File: config.mk
export PLATFORM = sky130hd
export DESIGN_NAME = fsric_ctrl
export DESIGN_NICKNAME = d
export VERILOG_FILES = /design/src/fsric_pkg.sv /design/src/fsric_ctrl.sv
export VERILOG_INCLUDE_DIRS = /design/src
export SDC_FILE = /design/constraint.sdc
export NUM_CORES = 1
export LEC_CHECK = 0
export BUFFER_PORTS_ARGS = -buffer_cell sky130_fd_sc_hd__buf_4
export CORE_MARGIN = 3
export CORE_UTILIZATION = 25
export DETAILED_ROUTE_END_ITERATION = 8
export HOLD_SLACK_MARGIN = 0.05
export SLEW_MARGIN = 15
export SYNTH_ARGS = -nofsm -noshare
export SYNTH_HDL_FRONTEND = slang
export SYNTH_SLANG_ARGS = --single-unit
File: constraint.sdc
create_clock -name core_clk -period 5.98 [get_ports core_clk]
set_clock_uncertainty 0.1 [all_clocks]
set_input_delay 1.196 -clock core_clk [delete_from_list [all_inputs] [get_ports core_clk]]
set_output_delay 1.196 -clock core_clk [all_outputs]
set_load 0.05 [all_outputs]
File: src/fsric_consts.svh
`ifndef FSRIC_CONSTS_SVH
`define FSRIC_CONSTS_SVH
// Register byte offsets
`define FSRIC_OFF_CFG     8'h00
`define FSRIC_OFF_ERRCFG  8'h04
`define FSRIC_OFF_STAT    8'h08
`define FSRIC_OFF_ERRSTAT 8'h0c
`define FSRIC_OFF_SEC     8'h10
`define FSRIC_OFF_PPROT   8'h14
`define FSRIC_OFF_DPROT   8'h18
`define FSRIC_OFF_OPT     8'h1c
`define FSRIC_OFF_IDX     8'h20
`define FSRIC_OFF_HI      8'h24
`define FSRIC_OFF_LO      8'h28
`define FSRIC_OFF_BLKCFG  8'h2c
// Field positions
`define FSRIC_BIT_CMD_COMPLETE_IRQ_EN    7
`define FSRIC_BIT_CMD_COMPLETE_FLAG    7
`define FSRIC_BIT_DFD     1
`define FSRIC_BIT_SFD     0
// Configuration field and encodings
`define FSRIC_CFG_BASE    23'h7fff00
`define FSRIC_SEC_UNSEC   2'b10
`define FSRIC_KEY_EN      2'b10
`define FSRIC_KEY_ZERO    16'h0000
`define FSRIC_KEY_ONES    16'hffff
// Fallback values: everything protected, secured, backdoor disabled
`define FSRIC_PPROT_DEF   8'h00
`define FSRIC_DPROT_DEF   8'h00
`define FSRIC_OPT_DEF     8'hff
`define FSRIC_SEC_DEF     8'hff
// Reset sequence steps and the last command object index
`define FSRIC_STEP_HOLD   3'h4
`define FSRIC_STEP_LAST   3'h6
`define FSRIC_CCOB_LAST   3'h5
`define FSRIC_STEP_PROT   3'h5
// Byte offsets of the protection word and the option and security word
`define FSRIC_CFG_PROTW   23'h00000c
`define FSRIC_CFG_OPTW    23'h00000e
`endif

File: src/fsric_pkg.sv
`default_nettype none
package fsric_pkg;
  typedef enum logic [4:0] {
    S_HOLD  = 5'h01,
    S_LOAD  = 5'h02,
    S_IDLE  = 5'h04,
    S_BDKEY = 5'h08,
    S_ENG   = 5'h10
  } fsric_state_t;

  typedef struct packed {
    fsric_state_t      state;
    logic [2:0]        step;
    logic              seqErr;
    logic              cmd_complete_flag;
    logic              cmd_complete_irq_en;
    logic              double_fault_irq_en;
    logic              single_fault_irq_en;
    logic              double_fault_flag;
    logic              single_fault_flag;
    logic [1:0]        verify_error_status;
    logic [7:0]        sec;
    logic [7:0]        pprot;
    logic [7:0]        dprot;
    logic [7:0]        opt;
    logic [15:0]       blkCfg;
    logic [3:0][15:0]  keys;
    logic              bdBlocked;
    logic              dbgEn;
    logic              engGo;
    logic [2:0]        ccobIx;
    logic [5:0][15:0]  ccob;
    logic [3:0]        bdCnt;
  } fsric_regs_t;
endpackage : fsric_pkg
`default_nettype wire

File: src/fsric_ctrl.sv
// Summary of operation
// - Command interrupt is complete flag AND its enable.
// - Error interrupt comes from double and single fault flags with enables.
// - Wait mode changes nothing; enabled complete interrupt wakes the system.
// - Stop request waits until the running command has finished.
// - Reset sequence loads security register from byte at 0x7F_FF0F.
// - Programmed security byte only takes effect after next reset.
// - With backdoor enabled, verify compares four 16-bit keys to stored keys.
// - Successful key match forces security state field to 10.
// - Keys of all zeros or all ones never match.
// - Program flash block 0 reads invalid while backdoor verify runs.
// - One failed comparison blocks further backdoor verifies until reset.
// - Backdoor verify leaves stored security, keys and protection untouched.
// - Special single chip erase-verify-all success unsecures and enables debug.
// - Every reset loads block config, both protections, option and security.
// - Reset sequence errors fall back to fully protected, secured defaults.
// - Double fault during reset sequence sets both verify error bits.
// - Complete flag clear during reset sequence; bus stalled in first part.
// - After stall, reads served but command object writes ignored.
// - Sequence end sets complete flag; command object writes then accepted.
// - Reset aborts any running command immediately.
// - Flags and enables live in status, config and error registers.
//
// The implementer's own choices: the APB register port and the address map.
`default_nettype none
`include "fsric_consts.svh"
module fsric_ctrl #(
  parameter logic [7:0] CMD_BDKEY = 8'h0c,
  parameter logic [7:0] CMD_EVALL = 8'h01,
  parameter logic [3:0] BD_CYCLES = 4'h8
) (
  // Clock and reset
  input  wire logic        core_clk,
  input  wire logic        srst,
  // APB slave
  input  wire logic        psel,
  input  wire logic        penable,
  input  wire logic        pwrite,
  input  wire logic [7:0]  paddr,
  input  wire logic [31:0] pwdata,
  output logic             pready,
  output logic [31:0]      prdata,
  output logic             pslverr,
  // Configuration field read port
  output logic             nvmRdReq,
  output logic [22:0]      nvmAddr,
  input  wire logic        nvmRdValid,
  input  wire logic [15:0] nvmRdata,
  input  wire logic        nvmEccDbl,
  // Runtime ECC events from the read path
  input  wire logic        eccDbl,
  input  wire logic        eccSgl,
  // Command algorithm engine
  output logic             engStart,
  output logic [7:0]       engCmd,
  input  wire logic        engDone,
  input  wire logic        engErased,
  input  wire logic [1:0]  engMgstat,
  // System
  input  wire logic        sscMode,
  input  wire logic        stopReq,
  output logic             stopAck,
  output logic             pflashRdOk,
  output logic             debugEnable,
  output logic             secured,
  output logic             cmdIrq,
  output logic             errIrq
);
  fsric_pkg::fsric_regs_t st;
  fsric_pkg::fsric_regs_t next_st;

  function automatic logic [22:0] cfgAddr(input logic [2:0] step);
    logic [22:0] off;
    off = 23'h000000;
    if (step < `FSRIC_STEP_PROT) begin
      off = {19'h00000, step, 1'b0};
    end else if (step == `FSRIC_STEP_PROT) begin
      off = `FSRIC_CFG_PROTW;
    end else begin
      off = `FSRIC_CFG_OPTW;
    end
    return `FSRIC_CFG_BASE + off;
  endfunction : cfgAddr

  logic apbAcc;
  logic apbWr;
  logic inSeq;
  logic backdoor_key_enable_field;
  logic keysValid;
  logic keysMatch;
  logic bdMatch;
  logic mapped;
  logic [31:0] rdMux;
  logic [31:0] pw;

  assign inSeq = (st.state == fsric_pkg::S_HOLD) || (st.state == fsric_pkg::S_LOAD);
  // Bus held off only in the first part of the sequence
  assign pready = (st.state != fsric_pkg::S_HOLD);
  assign apbAcc = psel && penable && pready;
  assign apbWr = apbAcc && pwrite;
  assign pw = pwdata;
  assign backdoor_key_enable_field = (st.opt[7:6] == `FSRIC_KEY_EN) || (st.sec[7:6] == `FSRIC_KEY_EN);

  // Compare against keys latched at reset; flash itself is never written
  always_comb begin
    keysValid = 1'b1;
    keysMatch = 1'b1;
    for (int i = 0; i < 4; i++) begin
      if (st.ccob[i + 1] == `FSRIC_KEY_ZERO || st.ccob[i + 1] == `FSRIC_KEY_ONES) begin
        keysValid = 1'b0;
      end
      if (st.ccob[i + 1] != st.keys[i]) begin
        keysMatch = 1'b0;
      end
    end
  end
  assign bdMatch = backdoor_key_enable_field && !st.bdBlocked && keysValid && keysMatch;

  always_comb begin
    mapped = 1'b1;
    rdMux = 32'h00000000;
    if (paddr == `FSRIC_OFF_CFG) begin
      rdMux[`FSRIC_BIT_CMD_COMPLETE_IRQ_EN] = st.cmd_complete_irq_en;
    end else if (paddr == `FSRIC_OFF_ERRCFG) begin
      rdMux[`FSRIC_BIT_DFD] = st.double_fault_irq_en;
      rdMux[`FSRIC_BIT_SFD] = st.single_fault_irq_en;
    end else if (paddr == `FSRIC_OFF_STAT) begin
      rdMux[`FSRIC_BIT_CMD_COMPLETE_FLAG] = st.cmd_complete_flag;
      rdMux[1:0] = st.verify_error_status;
    end else if (paddr == `FSRIC_OFF_ERRSTAT) begin
      rdMux[`FSRIC_BIT_DFD] = st.double_fault_flag;
      rdMux[`FSRIC_BIT_SFD] = st.single_fault_flag;
    end else if (paddr == `FSRIC_OFF_SEC) begin
      rdMux[7:0] = st.sec;
    end else if (paddr == `FSRIC_OFF_PPROT) begin
      rdMux[7:0] = st.pprot;
    end else if (paddr == `FSRIC_OFF_DPROT) begin
      rdMux[7:0] = st.dprot;
    end else if (paddr == `FSRIC_OFF_OPT) begin
      rdMux[7:0] = st.opt;
    end else if (paddr == `FSRIC_OFF_IDX) begin
      rdMux[2:0] = st.ccobIx;
    end else if (paddr == `FSRIC_OFF_HI) begin
      // Indices past the last word read as zero instead of an unknown
      if (st.ccobIx <= `FSRIC_CCOB_LAST) begin
        rdMux[7:0] = st.ccob[st.ccobIx][15:8];
      end
    end else if (paddr == `FSRIC_OFF_LO) begin
      if (st.ccobIx <= `FSRIC_CCOB_LAST) begin
        rdMux[7:0] = st.ccob[st.ccobIx][7:0];
      end
    end else if (paddr == `FSRIC_OFF_BLKCFG) begin
      rdMux[15:0] = st.blkCfg;
    end else begin
      mapped = 1'b0;
    end
  end
  // Read data is a mux of flops so the answer needs no wait state
  assign prdata = (apbAcc && !pwrite) ? rdMux : 32'h00000000;
  assign pslverr = apbAcc && !mapped;

  always_comb begin
    next_st = st;
    next_st.engGo = 1'b0;
    // Runtime fault flags: set wins over write-one-to-clear
    if (apbWr && paddr == `FSRIC_OFF_ERRSTAT) begin
      if (pw[`FSRIC_BIT_DFD]) next_st.double_fault_flag = 1'b0;
      if (pw[`FSRIC_BIT_SFD]) next_st.single_fault_flag = 1'b0;
    end
    if (eccDbl) next_st.double_fault_flag = 1'b1;
    if (eccSgl) next_st.single_fault_flag = 1'b1;
    if (apbWr && paddr == `FSRIC_OFF_CFG) begin
      next_st.cmd_complete_irq_en = pw[`FSRIC_BIT_CMD_COMPLETE_IRQ_EN];
    end
    if (apbWr && paddr == `FSRIC_OFF_ERRCFG) begin
      next_st.double_fault_irq_en = pw[`FSRIC_BIT_DFD];
      next_st.single_fault_irq_en = pw[`FSRIC_BIT_SFD];
    end
    // Command object is writable only while idle and complete
    if (apbWr && st.cmd_complete_flag && st.state == fsric_pkg::S_IDLE) begin
      if (paddr == `FSRIC_OFF_IDX) begin
        next_st.ccobIx = pw[2:0];
      end else if (paddr == `FSRIC_OFF_HI && st.ccobIx <= `FSRIC_CCOB_LAST) begin
        next_st.ccob[st.ccobIx][15:8] = pw[7:0];
      end else if (paddr == `FSRIC_OFF_LO && st.ccobIx <= `FSRIC_CCOB_LAST) begin
        next_st.ccob[st.ccobIx][7:0] = pw[7:0];
      end
    end
    case (st.state)
      fsric_pkg::S_HOLD, fsric_pkg::S_LOAD: begin
        next_st.cmd_complete_flag = 1'b0;
        if (nvmRdValid) begin
          if (nvmEccDbl) begin
            next_st.seqErr = 1'b1;
            next_st.verify_error_status = 2'b11;
          end
          if (st.step < `FSRIC_STEP_HOLD) begin
            next_st.keys[st.step[1:0]] = nvmRdata;
          end else if (st.step == `FSRIC_STEP_HOLD) begin
            next_st.blkCfg = nvmRdata;
          end else if (st.step == `FSRIC_STEP_PROT) begin
            next_st.dprot = nvmRdata[15:8];
            next_st.pprot = nvmRdata[7:0];
          end else begin
            next_st.opt = nvmRdata[15:8];
            next_st.sec = nvmRdata[7:0];
          end
          next_st.step = st.step + 3'h1;
          if (st.step + 3'h1 == `FSRIC_STEP_HOLD) begin
            next_st.state = fsric_pkg::S_LOAD;
          end
          if (st.step == `FSRIC_STEP_LAST) begin
            next_st.state = fsric_pkg::S_IDLE;
            next_st.cmd_complete_flag = 1'b1;
            if (st.seqErr || nvmEccDbl) begin
              next_st.pprot = `FSRIC_PPROT_DEF;
              next_st.dprot = `FSRIC_DPROT_DEF;
              next_st.opt = `FSRIC_OPT_DEF;
              next_st.sec = `FSRIC_SEC_DEF;
              next_st.keys = '0;
            end
          end
        end
      end
      fsric_pkg::S_IDLE: begin
        // Programming the security byte does not touch the live register
        if (apbWr && paddr == `FSRIC_OFF_STAT && pw[`FSRIC_BIT_CMD_COMPLETE_FLAG] && st.cmd_complete_flag) begin
          next_st.cmd_complete_flag = 1'b0;
          next_st.verify_error_status = 2'b00;
          if (st.ccob[0][15:8] == CMD_BDKEY) begin
            next_st.state = fsric_pkg::S_BDKEY;
            next_st.bdCnt = BD_CYCLES;
          end else begin
            next_st.state = fsric_pkg::S_ENG;
            next_st.engGo = 1'b1;
          end
        end
      end
      fsric_pkg::S_BDKEY: begin
        if (st.bdCnt == 4'h0) begin
          next_st.state = fsric_pkg::S_IDLE;
          next_st.cmd_complete_flag = 1'b1;
          if (bdMatch) begin
            next_st.sec[1:0] = `FSRIC_SEC_UNSEC;
          end else if (backdoor_key_enable_field) begin
            next_st.bdBlocked = 1'b1;
          end
        end else begin
          next_st.bdCnt = st.bdCnt - 4'h1;
        end
      end
      fsric_pkg::S_ENG: begin
        if (engDone) begin
          next_st.state = fsric_pkg::S_IDLE;
          next_st.cmd_complete_flag = 1'b1;
          next_st.verify_error_status = engMgstat;
          if (st.ccob[0][15:8] == CMD_EVALL && sscMode && engErased && engMgstat == 2'b00) begin
            next_st.sec[1:0] = `FSRIC_SEC_UNSEC;
            next_st.dbgEn = 1'b1;
          end
        end
      end
      default: begin
        next_st.state = fsric_pkg::S_HOLD;
      end
    endcase
  end

  always_ff @(posedge core_clk) begin
    if (srst) begin
      // A running command is dropped here with no completion
      st <= '0;
      st.state <= fsric_pkg::S_HOLD;
    end else begin
      st <= next_st;
    end
  end

  assign nvmRdReq = inSeq;
  assign nvmAddr = cfgAddr(st.step);
  assign engStart = st.engGo;
  assign engCmd = st.ccob[0][15:8];
  assign stopAck = stopReq && st.cmd_complete_flag && !inSeq;
  assign pflashRdOk = (st.state != fsric_pkg::S_BDKEY);
  assign debugEnable = st.dbgEn;
  assign secured = (st.sec[1:0] != `FSRIC_SEC_UNSEC);
  // Interrupt path has no clock gating, so wait mode wakeup works
  assign cmdIrq = st.cmd_complete_flag && st.cmd_complete_irq_en;
  assign errIrq = (st.double_fault_flag && st.double_fault_irq_en) || (st.single_fault_flag && st.single_fault_irq_en);
endmodule : fsric_ctrl
`default_nettype wire

==> out/metrics.cfg <==
[place]
place_inst=2093
port_buffers=83
dp_hpwl_um=32200
place_area_mm2=0.0130
gp_congestion=0.949

[route]
drtAntennaViolNets=0
drt_wl_total_um=44400
first_pass_iters=5
wl_per_cell_um=20.7
vias_per_cell=5.21
vias=11200
drc=0
drt_iter0_markers=1143

[timing]
fin_crit_ns=5.15
report.final.slew_viol_count=0
whs_ns=0.357
relSlewSlack_pct=29.3
finalCritPeriodShare_pct=86.1
fmax_ghz=0.194
finalSetupTns_ns=0
grt_setup_unrepaired=no
tightest_slew_ns=1.06
setup_viol=0
hold_viol_final=0

[synth]
syn_inst=1484
avgSynthCellArea_um2=8.08
yosysWarnings=0
ys_ff_latch=235
netlist_top_cells_count=nand2_1 (270), dfxtp_1 (235), a21oi_1 (156), nor2_1 (107), mux2i_1 (91)
synth_edf_count=0
yosysSeqAreaShare_pct=39.2
synth_top_area_share_pct=39.2
synth_top_cell_by_area=dfxtp_1
ys_types=73
synthArstFlopShare_pct=0
synthTopCellsByArea=dfxtp_1 (39%), nand2_1 (8.4%), mux2i_1 (7.6%), a21oi_1 (6.5%), nor2_1 (3.3%)
yosysMostFrequentCell=nand2_1
synth_ff_type=dfxtp_1
syn_area_mm2=0.0120

[layout]
area_growth_syn_to_layout_pct=16.2
multi_input_area_mm2=0.00665
final_util_pct=29.7
antenna_cells=0
fin_area_mm2=0.0139
finish.cell_count_without_fillers=2140
nets=1592
fillers=4967
drive_above_1_share_pct=12.9
seqCellArea_mm2=0.00470

[setup_path]
path_cells=buf_4 > or4b_1 > nor4_2 > o221ai_1 > a21o_1 > a32o_1 > a21oi_1 > buf_4
worstSetupEndpointType=primary output
cp_slowest_cell=nor4_2
cpPeakStageDelay_ns=0.68
path_max_fanout=7
cpLargestDelayFamily=simple AND/OR/NAND/NOR gates
cp_data_arrival_time_ns=3.85
crit_type=input pin to primary output
startpoint_type=input pin
cp_common_cell=buf_4
crit_buf_inv=2
crit_required_ns=4.68

[global_routing]
grt_util_met2_pct=27.3
antenna_found_initial=0
met1_usage_pct=24.0
grt_pass1_vias=10300
busiest_layer=met2
grt_max_degree=96
grt_pass1_wl_um=65800
gr-usage-met3_pct=2.23
track_usage_pct=16.9
grt.overflow.total=0

[floorplanning]
start_util_pct=25.6
dieWidth_um=225
rows=79
die-area_mm2=0.0506
die_height_um=225
io_pins=144
core_mm2=0.0470

[clock_tree]
cts_tree=built
clk_latency_ns=0.54
cts-root-buf=clkbuf_16
clockBufferDepth=3
cts_sinks=235
cts_setup_buffers=0
cts_resized=0
ctsHoldBuffers=0
cts_inserted_buffers=26
clk_pin_slew_ns=0.06
h-tree-depth=1

[flow_run]
drv_cap=0

[hold_path]
hold_path.class=flop to flop

[pwr]
p_leak_nw=5.11
ir_worst_vdd_uv=199
power_density_mw_per_mm2=300

[outcome]
status=completed

## final cells by class
type                       instances  share of cell area (%)
inverter                          29                   0.781
timing repair buffer             100                    5.39
tap                              607                    5.45
clock buffer                      39                    5.89
sequential                       235                    33.7
clock inverter                     8                    1.02
multi-input combinational       1122                    47.7
## cells in the final DEF (no fill, tap or decap), types with 10 or more instances in the layout
master | Yosys | routed
nor3_1 | 17 | 16
clkbuf_8 | 0 | 10
mux2i_1 | 91 | 91
dfxtp_1 | 235 | 235
nor4_1 | 32 | 32
and3_1 | 12 | 12
nor2_1 | 107 | 106
clkbuf_16 | 0 | 27
buf_4 | 44 | 100
nand3_1 | 74 | 74
nand4_1 | 36 | 36
nand2b_1 | 20 | 20
o21ai_0 | 16 | 16
o22ai_1 | 16 | 16
nor2b_1 | 28 | 28
mux2_2 | 15 | 15
conb_1 | 2 | 36
a21oi_1 | 156 | 156
xnor2_1 | 26 | 26
nand2_1 | 270 | 269
xor2_1 | 17 | 17
a31oi_1 | 18 | 18
inv_1 | 28 | 28
## worst reg2reg max path: stages (launching register included)
cell and delay (ns):
dfxtp_1 0.38, inv_1 0.14, ha_1 0.16, buf_4 0.29, o211a_1 0.25, nand2_1 0.33
nand2_2 0.84, buf_4 0.53, a21oi_1 0.10
## registers in the layout, summed over array words and instances, names as in the netlist
register,cells
st,225
engCmd,8
debugEnable,1
engStart,1
## routing by layer
layer,wire [um],vias to the layer above,part of all wire (%)
met3,3050,77,6.9
met2,20200,450,45
met1,20100,5416,45
met5,0,-,0
li1,-,5208,-
met4,1050,0,2.4
## where the power goes
| group | internal [mW] | switching (mW) | leakage [nW] | total (mW) |
|---|---|---|---|---|
| logic | 0.197 | 0.490 | 2.73 | 0.687 |
| clock network | 1.11 | 0.671 | 0.475 | 1.79 |
| registers | 1.64 | 0.0670 | 1.90 | 1.70 |
## kinds of logic (layout without fill, tap and decap cells)
family | Yosys count | in the layout | share of synthesized area (%)
adders and majority gates | 7 | 7 | 0.730
xor gates and xnor gates | 43 | 43 | 3.14
and+or+nand+nor | 655 | 655 | 26.3
AOI/OAI and AO/OA | 266 | 266 | 13.4
muxes | 115 | 115 | 10.7
other | 2 | 36 | 0.0626
DFF | 235 | 235 | 39.2
buffers and inverters | 161 | 176 | 6.48
## worst paths after layout
check	start	endpoint	slack [ns]	depth (start not counted)
min	st[137]	st[137]	0.36	2
max	paddr[4]	prdata[6]	0.83	8
max reg2reg	st[227]	st[146]	2.74	8
min reg2reg	st[137]	st[137]	0.36	2
## per-stage QoR
step / power (mW) / worst slack [ns]
global route: 4.32 / 0.753
detailed placement: 2.42 / 0.847
floorplan: 2.21 / 0.910
global placement: 2.41 / 0.852
CTS: 4.19 / 0.813
finish: 4.18 / 0.830
No activity file was read; power rests on OpenSTA's default activity.
